## src/rtl/msx_pkg.sv

```systemverilog
// constants and types shared by the instruction subset executor
// assumes an apb master with a 12-bit byte address and 32-bit data
package msx_pkg;
  // register byte offsets
  localparam logic [11:0] OFF_INSTR = 12'h000;
  localparam logic [11:0] OFF_WORK = 12'h004;
  localparam logic [11:0] OFF_STATUS = 12'h008;
  localparam logic [11:0] OFF_WDT = 12'h00c;
  localparam logic [11:0] OFF_DIV = 12'h010;
  localparam logic [11:0] OFF_CYCLES = 12'h014;
  // file registers sit at 0x200 + 4 * index
  localparam logic [2:0] FILE_SEL = 3'h1;
  localparam int FILE_SEL_LSB = 9;
  localparam int FILE_IDX_LSB = 2;
  // instruction word fields
  localparam int INS_ADDR_LSB = 0;
  localparam int INS_DST_BIT = 7;
  localparam int INS_OP_LSB = 8;
  localparam int INS_BUSY_BIT = 0;
  localparam int INS_SKIP_BIT = 1;
  // status word fields
  localparam int ST_C = 0;
  localparam int ST_DC = 1;
  localparam int ST_Z = 2;
  localparam int ST_PWRDN = 3;
  localparam int ST_TMOUT = 4;
  localparam int ST_IRQ_EN = 5;
  localparam int ST_PSA = 6;
  // reset values
  localparam logic FLAG_N_RESET = 1'h1;
  localparam logic IRQ_EN_RESET = 1'h0;
  localparam logic PSA_RESET = 1'h1;
  // decimal adjust and byte constants
  localparam logic [3:0] BCD_MAX = 4'h9;
  localparam logic [8:0] BCD_LO_FIX = 9'h006;
  localparam logic [8:0] BCD_HI_FIX = 9'h060;
  localparam logic [7:0] BYTE_ONE = 8'h01;
  localparam logic [7:0] BYTE_ZERO = 8'h00;
  typedef enum logic [2:0] {
    OP_NOP = 3'b000,
    OP_WDT_CLEAR = 3'b001,
    OP_COMPARE = 3'b010,
    OP_DEC_ADJ = 3'b011,
    OP_DOWN_SKIP = 3'b100,
    OP_DOWN = 3'b101,
    OP_IRQ_OFF = 3'b110
  } msx_op_t;
  typedef enum logic [1:0] {
    ST_IDLE = 2'b00,
    ST_FETCH = 2'b01,
    ST_EXEC = 2'b10
  } msx_state_t;
endpackage

```

## src/rtl/msx_core.sv

```systemverilog
// executor for a small subset of an 8-bit controller's instructions
// assumes an apb master on pclk; instructions are issued by apb writes
//
// Notes on behaviour
// - watchdog clear zeroes the watchdog counter
// - also zeroes divider when assigned to watchdog
// - watchdog clear sets timeout and powerdown flags
// - compare sets zero, carry from file minus working
// - compare leaves working and file register untouched
// - decimal adjust: working register to packed bcd
// - count down skip writes per destination bit
// - zero result discards next instruction as nop
// - skip instruction costs one or two cycles
// - count down writes per destination, updates zero
// - interrupt mask all clears global enable
`timescale 1ns/1ps
`default_nettype none
module msx_core #(
  parameter int FILE_AW = 7,
  parameter int WDT_W = 8,
  parameter int DIV_W = 8,
  parameter int CYC_W = 16
) (
  input wire logic pclk,
  input wire logic presetn,
  input wire logic psel,
  input wire logic penable,
  input wire logic pwrite,
  input wire logic [11:0] paddr,
  input wire logic [31:0] pwdata,
  output logic [31:0] prdata,
  output logic pready,
  output logic pslverr,
  output logic global_irq_enable,
  output logic timeout_flag_n,
  output logic powerdown_flag_n
);
  msx_pkg::msx_state_t state;
  msx_pkg::msx_op_t ins_op;
  logic ins_dst;
  logic [FILE_AW-1:0] ins_addr;
  logic [7:0] working_register;
  logic carry;
  logic half_carry;
  logic zero;
  logic psa_wdt;
  logic skip_pending;
  logic rd_wait;
  logic [WDT_W-1:0] wdt_count;
  logic [DIV_W-1:0] shared_divider;
  logic [CYC_W-1:0] cycles;
  logic [7:0] mem_rdata;
  logic [7:0] mem_wdata;
  logic [FILE_AW-1:0] mem_addr;
  logic mem_we;
  logic access_phase;
  logic idle;
  logic hit_file;
  logic mapped;
  logic wr_fire;
  logic ins_fire;
  logic exec;
  logic [31:0] rd_value;
  logic [7:0] down_res;
  logic [8:0] cmp_diff;
  logic [8:0] bcd_s1;
  logic [8:0] bcd_s2;
  logic bcd_lo;
  logic bcd_hi;
  logic wdt_tick;
  logic wdt_ovf;
  logic down_dest_file;

  // access decode
  assign access_phase = psel & penable;
  assign idle = (state == msx_pkg::ST_IDLE);
  assign exec = (state == msx_pkg::ST_EXEC);
  assign hit_file = (paddr[11:msx_pkg::FILE_SEL_LSB] == msx_pkg::FILE_SEL) &&
    (paddr[msx_pkg::FILE_IDX_LSB-1:0] == '0); // unaligned file words answer with error
  assign wr_fire = access_phase & pready & pwrite;
  assign ins_fire = wr_fire & (paddr == msx_pkg::OFF_INSTR);

  // which addresses answer without error
  always_comb begin
    mapped = hit_file;
    case (paddr)
      msx_pkg::OFF_INSTR: mapped = 1'b1;
      msx_pkg::OFF_WORK: mapped = 1'b1;
      msx_pkg::OFF_STATUS: mapped = 1'b1;
      msx_pkg::OFF_WDT: mapped = 1'b1;
      msx_pkg::OFF_DIV: mapped = 1'b1;
      msx_pkg::OFF_CYCLES: mapped = 1'b1;
      default: mapped = hit_file;
    endcase
  end

  // read data mux
  always_comb begin
    rd_value = 32'h0;
    if (hit_file) begin
      rd_value[7:0] = mem_rdata;
    end else begin
      case (paddr)
        msx_pkg::OFF_INSTR: begin
          rd_value[msx_pkg::INS_BUSY_BIT] = ~idle;
          rd_value[msx_pkg::INS_SKIP_BIT] = skip_pending;
        end
        msx_pkg::OFF_WORK: rd_value[7:0] = working_register;
        msx_pkg::OFF_STATUS: begin
          rd_value[msx_pkg::ST_C] = carry;
          rd_value[msx_pkg::ST_DC] = half_carry;
          rd_value[msx_pkg::ST_Z] = zero;
          rd_value[msx_pkg::ST_PWRDN] = powerdown_flag_n;
          rd_value[msx_pkg::ST_TMOUT] = timeout_flag_n;
          rd_value[msx_pkg::ST_IRQ_EN] = global_irq_enable;
          rd_value[msx_pkg::ST_PSA] = psa_wdt;
        end
        msx_pkg::OFF_WDT: rd_value[WDT_W-1:0] = wdt_count;
        msx_pkg::OFF_DIV: rd_value[DIV_W-1:0] = shared_divider;
        msx_pkg::OFF_CYCLES: rd_value[CYC_W-1:0] = cycles;
        default: rd_value = 32'h0;
      endcase
    end
  end

  // apb answer: one wait state, two for file reads, no answer while busy
  always_ff @(posedge pclk or negedge presetn) begin
    if (!presetn) begin
      pready <= 1'b0;
      pslverr <= 1'b0;
      prdata <= 32'h0;
      rd_wait <= 1'b0;
    end else begin
      pready <= 1'b0;
      pslverr <= 1'b0;
      if (access_phase && !pready && idle) begin
        if (hit_file && !pwrite && !rd_wait) begin
          rd_wait <= 1'b1; // let the ram register the word
        end else begin
          rd_wait <= 1'b0;
          pready <= 1'b1;
          pslverr <= ~mapped;
          prdata <= pwrite ? 32'h0 : rd_value;
        end
      end
    end
  end

  // single ram port shared by software and execution
  always_comb begin
    if (idle) begin
      mem_addr = paddr[msx_pkg::FILE_IDX_LSB +: FILE_AW];
      mem_we = wr_fire & hit_file;
      mem_wdata = pwdata[7:0];
    end else begin
      mem_addr = ins_addr;
      mem_we = exec & down_dest_file;
      mem_wdata = down_res;
    end
  end

  msx_file_ram #(
    .ADDR_W(FILE_AW),
    .DATA_W(8)
  ) u_ram (
    .clk(pclk),
    .we(mem_we),
    .addr(mem_addr),
    .wdata(mem_wdata),
    .rdata(mem_rdata)
  );

  // arithmetic on the fetched operand
  assign down_res = mem_rdata - msx_pkg::BYTE_ONE;
  assign cmp_diff = {1'b0, mem_rdata} - {1'b0, working_register};
  assign down_dest_file = ins_dst &&
    ((ins_op == msx_pkg::OP_DOWN_SKIP) || (ins_op == msx_pkg::OP_DOWN));

  // decimal adjust of the working register
  assign bcd_lo = (working_register[3:0] > msx_pkg::BCD_MAX) | half_carry;
  assign bcd_s1 = {1'b0, working_register} + (bcd_lo ? msx_pkg::BCD_LO_FIX : 9'h000);
  assign bcd_hi = carry | bcd_s1[8] | (bcd_s1[7:4] > msx_pkg::BCD_MAX);
  assign bcd_s2 = bcd_s1 + (bcd_hi ? msx_pkg::BCD_HI_FIX : 9'h000);

  // instruction sequencer: fetch operand, then execute
  always_ff @(posedge pclk or negedge presetn) begin
    if (!presetn) begin
      state <= msx_pkg::ST_IDLE;
      ins_op <= msx_pkg::OP_NOP;
      ins_dst <= 1'b0;
      ins_addr <= '0;
    end else begin
      case (state)
        msx_pkg::ST_IDLE: begin
          if (ins_fire && !skip_pending) begin
            ins_op <= msx_pkg::msx_op_t'(pwdata[msx_pkg::INS_OP_LSB +: 3]);
            ins_dst <= pwdata[msx_pkg::INS_DST_BIT];
            ins_addr <= pwdata[msx_pkg::INS_ADDR_LSB +: FILE_AW];
            state <= msx_pkg::ST_FETCH;
          end
        end
        msx_pkg::ST_FETCH: state <= msx_pkg::ST_EXEC;
        msx_pkg::ST_EXEC: state <= msx_pkg::ST_IDLE;
        default: state <= msx_pkg::ST_IDLE;
      endcase
    end
  end

  // skip handling: a zero count down skip drops the next issued word
  always_ff @(posedge pclk or negedge presetn) begin
    if (!presetn) begin
      skip_pending <= 1'b0;
    end else if (ins_fire && skip_pending) begin
      skip_pending <= 1'b0; // fetched word dropped, nop runs
    end else if (exec && ins_op == msx_pkg::OP_DOWN_SKIP &&
        down_res == msx_pkg::BYTE_ZERO) begin
      skip_pending <= 1'b1;
    end
  end

  // instruction cycle count
  always_ff @(posedge pclk or negedge presetn) begin
    if (!presetn) begin
      cycles <= '0;
    end else if (ins_fire && skip_pending) begin
      cycles <= cycles + 1'b1; // second cycle of the skip
    end else if (exec) begin
      cycles <= cycles + 1'b1; // one cycle per executed word
    end
  end

  // working register: software write, decimal adjust result, or count down result with destination 0
  always_ff @(posedge pclk or negedge presetn) begin
    if (!presetn) begin
      working_register <= 8'h00;
    end else if (wr_fire && paddr == msx_pkg::OFF_WORK) begin
      working_register <= pwdata[7:0];
    end else if (exec) begin
      case (ins_op)
        msx_pkg::OP_DEC_ADJ: working_register <= bcd_s2[7:0];
        msx_pkg::OP_DOWN_SKIP,
        msx_pkg::OP_DOWN: begin
          if (!ins_dst) begin
            working_register <= down_res;
          end
        end
        default: working_register <= working_register;
      endcase
    end
  end

  // arithmetic flags: software write or compare, adjust and count down (not skip) results
  always_ff @(posedge pclk or negedge presetn) begin
    if (!presetn) begin
      carry <= 1'b0;
      half_carry <= 1'b0;
      zero <= 1'b0;
    end else if (wr_fire && paddr == msx_pkg::OFF_STATUS) begin
      carry <= pwdata[msx_pkg::ST_C];
      half_carry <= pwdata[msx_pkg::ST_DC];
      zero <= pwdata[msx_pkg::ST_Z];
    end else if (exec) begin
      case (ins_op)
        msx_pkg::OP_COMPARE: begin
          carry <= ~cmp_diff[8]; // no borrow gives one
          zero <= (cmp_diff[7:0] == msx_pkg::BYTE_ZERO);
        end
        msx_pkg::OP_DEC_ADJ: carry <= bcd_hi; // only carry moves
        msx_pkg::OP_DOWN: zero <= (down_res == msx_pkg::BYTE_ZERO);
        default: zero <= zero; // skip count down leaves the flags alone
      endcase
    end
  end

  // divider assignment: software only
  always_ff @(posedge pclk or negedge presetn) begin
    if (!presetn) begin
      psa_wdt <= msx_pkg::PSA_RESET;
    end else if (wr_fire && paddr == msx_pkg::OFF_STATUS) begin
      psa_wdt <= pwdata[msx_pkg::ST_PSA];
    end
  end

  // global interrupt enable: software write or the mask all instruction
  always_ff @(posedge pclk or negedge presetn) begin
    if (!presetn) begin
      global_irq_enable <= msx_pkg::IRQ_EN_RESET;
    end else if (wr_fire && paddr == msx_pkg::OFF_STATUS) begin
      global_irq_enable <= pwdata[msx_pkg::ST_IRQ_EN];
    end else if (exec && ins_op == msx_pkg::OP_IRQ_OFF) begin
      global_irq_enable <= 1'b0;
    end
  end

  // timeout and powerdown flags; watchdog timeout wins over a same-cycle clear
  always_ff @(posedge pclk or negedge presetn) begin
    if (!presetn) begin
      timeout_flag_n <= msx_pkg::FLAG_N_RESET;
      powerdown_flag_n <= msx_pkg::FLAG_N_RESET;
    end else begin
      if (wr_fire && paddr == msx_pkg::OFF_STATUS) begin
        timeout_flag_n <= pwdata[msx_pkg::ST_TMOUT];
        powerdown_flag_n <= pwdata[msx_pkg::ST_PWRDN];
      end
      if (exec && ins_op == msx_pkg::OP_WDT_CLEAR) begin
        timeout_flag_n <= 1'b1;
        powerdown_flag_n <= 1'b1;
      end
      if (wdt_ovf) begin
        timeout_flag_n <= 1'b0;
      end
    end
  end

  // watchdog counter and the shared divider
  assign wdt_tick = psa_wdt ? (&shared_divider) : 1'b1;
  assign wdt_ovf = wdt_tick & (&wdt_count);

  always_ff @(posedge pclk or negedge presetn) begin
    if (!presetn) begin
      wdt_count <= '0;
      shared_divider <= '0;
    end else if (exec && ins_op == msx_pkg::OP_WDT_CLEAR) begin
      wdt_count <= '0;
      if (psa_wdt) begin
        shared_divider <= '0;
      end else begin
        shared_divider <= shared_divider + 1'b1;
      end
    end else begin
      shared_divider <= shared_divider + 1'b1;
      if (wdt_tick) begin
        wdt_count <= wdt_count + 1'b1;
      end
    end
  end
endmodule
`default_nettype wire

```

## src/rtl/msx_file_ram.sv

```systemverilog
// file register array: one data page of byte locations
// assumes a single port; read data are registered, write is synchronous
`timescale 1ns/1ps
`default_nettype none
module msx_file_ram #(
  parameter int ADDR_W = 7,
  parameter int DATA_W = 8
) (
  input wire logic clk,
  input wire logic we,
  input wire logic [ADDR_W-1:0] addr,
  input wire logic [DATA_W-1:0] wdata,
  output logic [DATA_W-1:0] rdata
);
  logic [DATA_W-1:0] mem [0:(1<<ADDR_W)-1];

  // read first: the old word goes out through a register while the write lands
  always_ff @(posedge clk) begin
    if (we) begin
      mem[addr] <= wdata;
    end
    rdata <= mem[addr];
  end
endmodule
`default_nettype wire

```

## config.mk

```make
export PLATFORM = sky130hd
export DESIGN_NAME = msx_core
export DESIGN_NICKNAME = d
export VERILOG_FILES = /design/src/rtl/msx_pkg.sv /design/src/rtl/msx_core.sv /design/src/rtl/msx_file_ram.sv
export SDC_FILE = /design/constraint.sdc
export NUM_CORES = 1
export LEC_CHECK = 0
export ABC_AREA = 1
export BUFFER_PORTS_ARGS = -buffer_cell sky130_fd_sc_hd__clkbuf_2
export CAP_MARGIN = 10
export CORE_AREA = 2 2 317 319
export CTS_BUF_LIST = sky130_fd_sc_hd__clkbuf_16
export CTS_CLUSTER_DIAMETER = 100
export CTS_CLUSTER_SIZE = 24
export DETAILED_ROUTE_END_ITERATION = 10
export DIE_AREA = 0 0 319 321
export PLACE_DENSITY = 0.63
export SKIP_LAST_GASP = 1
export SLEW_MARGIN = 20
export SYNTH_ARGS = -nofsm -noshare
export SYNTH_HDL_FRONTEND = slang
export SYNTH_SLANG_ARGS = --single-unit
```

## constraint.sdc

```tcl
create_clock -name pclk -period 19.63 [get_ports pclk]
set_clock_uncertainty 0.1 [all_clocks]
set_input_delay 2.9445 -clock pclk [delete_from_list [all_inputs] [get_ports pclk]]
set_output_delay 2.9445 -clock pclk [all_outputs]
set_load 0.1 [all_outputs]
```

==> results.cfg <==
[synth]
synth-adder-area-share = 0.00489
synth_top_family_by_area = simple AND/OR/NAND/NOR gates
yosys_warnings = 0
synth-seq-cells = 1112
ys_top_cells_by_area = edfxtp_1 (63%), nand2_1 (23%), dfrtp_1 (3.9%)
synth_edf_count = 1024
synth.most_common_cell = nand2_1
synth_top_area_cell = edfxtp_1
synthXorXnorAreaFrac = 0.00535
syn_inst = 5055
synthDistinctLibCells = 50
synthMuxAreaShare = 0
yosys-top-cells-count = nand2_1 (2999), edfxtp_1 (1024), nor2_1 (254), buf_2 (143), inv_1 (105)
synth-compound-area-share = 0.0172
syn_area_per_cell_um2 = 9.71
synth_simple_gate_area_frac = 0.264
post_synth_instance_area_um2 = 49100
yosys_most_used_dff = edfxtp_1
ys_seq_area_frac = 0.670
synth_top_cell_area_share = 0.626
async_flop_share = 0.0719

[final_layout]
syn2layout_area_growth_pct = 5.19
ff_latch_area_um2 = 32900
n_antenna_cell = 0
layout-drive-gt1-share = 0.0423
fillers = 8881
fin_area_um2 = 51700
nets = 5041
multi_input_area_um2 = 14600

[power]
power.density_nw_per_um2 = 80.0
p_leak_uw = 0.0216
irDropWorstVdd_uv = 65.4
p_total_uw = 4130

[die]
io_pins = 86
rows = 116
die_w_um = 319
core_area_um2 = 99300
initial_core_util = 0.495
die_h_um = 321
dieArea_um2 = 102000

[flow_run]
cap_violations = 0

[worst_setup_path]
cp_max_fo = 221
crit_path_start_kind = input port
path_class = in -> reg
critical_path_arrival_ps = 7590
required_ps = 20150
endpoint_kind = flip-flop

[global_routing]
grt_pass1_wl_um = 185000
grt_pass1_vias = 30900
grt-ovfl-total = 0
grt_use_total = 0.234
grt_max_degree = 222
grt_antenna_before_repair = 0

[detailed_routing]
vias = 33200
drc_errors = 0
viasPerCell = 5.28
first_iter_violations = 3052
wire_per_inst_um = 19.3
drt_wl_total_um = 121000
postRouteAntennaNets = 0
first_pass_iters = 6

[clocking]
h-tree-depth = 2
insertion_delay_ps = 680
tritoncts = yes
cts_sinks = 1112
cts_max_path_buffers = 3
cts_resized = 0
ctsHoldBuffers = 0
cts_buffers = 52
clk_pin_slew_ps = 100
postCtsSetupRepairBufs = 0
cts_root_buf = clkbuf_16

[sta]
slew_viol_final = 0
hold_viol = 0
grt_setup_unrepaired = no
fmaxAchievable_mhz = 142
final.period_utilization = 0.360
setup_violations = 0
fin_tns_setup_ps = 0
slew_headroom = 0.245
post-route-min-period_ps = 7060
tightest_slew_ps = 1130

[place]
placed_area_um2 = 50200
gp_congestion = 0.886
portBuffers = 48
dp_hpwl_um = 68600

[run_status]
outcome = finished clean

[min_path]
min_path_type = reg -> reg
[cell type report]
class | instances | share of cell area
well taps | 1298 | 0.0314
inverters | 117 | 0.00870
repair buffers | 98 | 0.0133
flip-flops and latches | 1112 | 0.637
multi-input cells | 3593 | 0.282
clock inverters | 15 | 0.00191
clock buffers | 53 | 0.0257
[flip-flops by register name, summed over array words and instances (netlist names), 2 cells and up]
name	count
prdata	16
shared_divider	8
working_register	8
state	2
wdt_count	8
u_ram.mem	1024
u_ram.rdata	8
cycles	16
ins_op	3
ins_addr	7
[cells by family (layout without fill, tap and decap cells)]
kind of cell | Yosys count | after routing
adders and majority gates | 18 | 18
AOI/OAI and AO/OA | 146 | 146
buffers and inverters | 365 | 283
xor gates and xnor gates | 30 | 30
other | 1 | 16
DFF | 1112 | 1112
and+or+nand+nor | 3383 | 3383
[worst max-delay path, stage by stage]
cell,delay [ps]
clkbuf_2,130
inv_1,120
nand2_1,80
buf_4,290
nand2_4,780
buf_12,850
buf_4,880
nand2_1,110
nand2_1,100
nand2_1,60
nand2_1,150
nand2_1,70
nand2_1,90
nand2_1,50
nand2_1,80
nor2_1,50
nor2_1,320
nor2_1,190
nand2_1,120
[routing by layer]
| metal | global-route usage | part of all wire |
|---|---|---|
| met1 | 0.331 | 0.44 |
| met2 | 0.382 | 0.46 |
| met3 | 0.0285 | 0.069 |
| met4 | 0.0714 | 0.030 |
| met5 | 0 | 0 |
[placed cells by master (no fill, tap or decap), types with 3 or more instances in the layout]
| master | n |
|---|---|
| o221ai_1 | 4 |
| dfrtp_1 | 77 |
| nand4_1 | 12 |
| nand4_2 | 6 |
| nor3_1 | 21 |
| conb_1 | 16 |
| nand2_1 | 2997 |
| nand3_1 | 63 |
| ha_1 | 16 |
| clkbuf_16 | 53 |
| edfxtp_1 | 1024 |
| nand2_2 | 6 |
| dfxtp_1 | 8 |
| o211ai_1 | 11 |
| inv_1 | 115 |
| nor4_1 | 5 |
| o22ai_1 | 9 |
| nor2_4 | 4 |
| inv_2 | 9 |
| a21oi_1 | 20 |
| xor2_1 | 25 |
| nor2_1 | 253 |
| buf_4 | 45 |
| dfstp_2 | 3 |
| clkbuf_2 | 47 |
| o31ai_1 | 6 |
| o21ai_1 | 10 |
| buf_12 | 5 |
| o21ai_0 | 65 |
| nor3_2 | 4 |
| o21ai_4 | 10 |
| xnor2_1 | 5 |
[path summary, 6_finish.rpt]
kind	start	to	slack (ps)	cells after the start
max	paddr[2]	u_ram.rdata[3]	12570	19
min	prdata[10]	prdata[10]	390	2
max reg2reg	state[1]	u_ram.rdata[3]	14180	19
min reg2reg	prdata[10]	prdata[10]	390	2
max in group asynchronous	presetn	cycles[10]	16730	1
min in group asynchronous	presetn	shared_divider[0]	2190	1
[per-stage QoR]
stage               hold WS (ps)  cells  setup WS (ps)  utilization
floorplan                    332   5070          10340            -
global placement             364   6218          11930        0.506
detailed placement           369   6218          11910        0.506
CTS                          393   6286          12620        0.520
global route                 414   6286          12290        0.520
finish                       389   6286          12570        0.520
[report_power, final]
| group | internal (µW) | switching (µW) | total, µW |
|---|---|---|---|
| registers | 2590 | 6.42 | 2590 |
| clock network | 501 | 722 | 1220 |
| logic | 71.6 | 248 | 319 |
(Power assumes the default switching activity.)
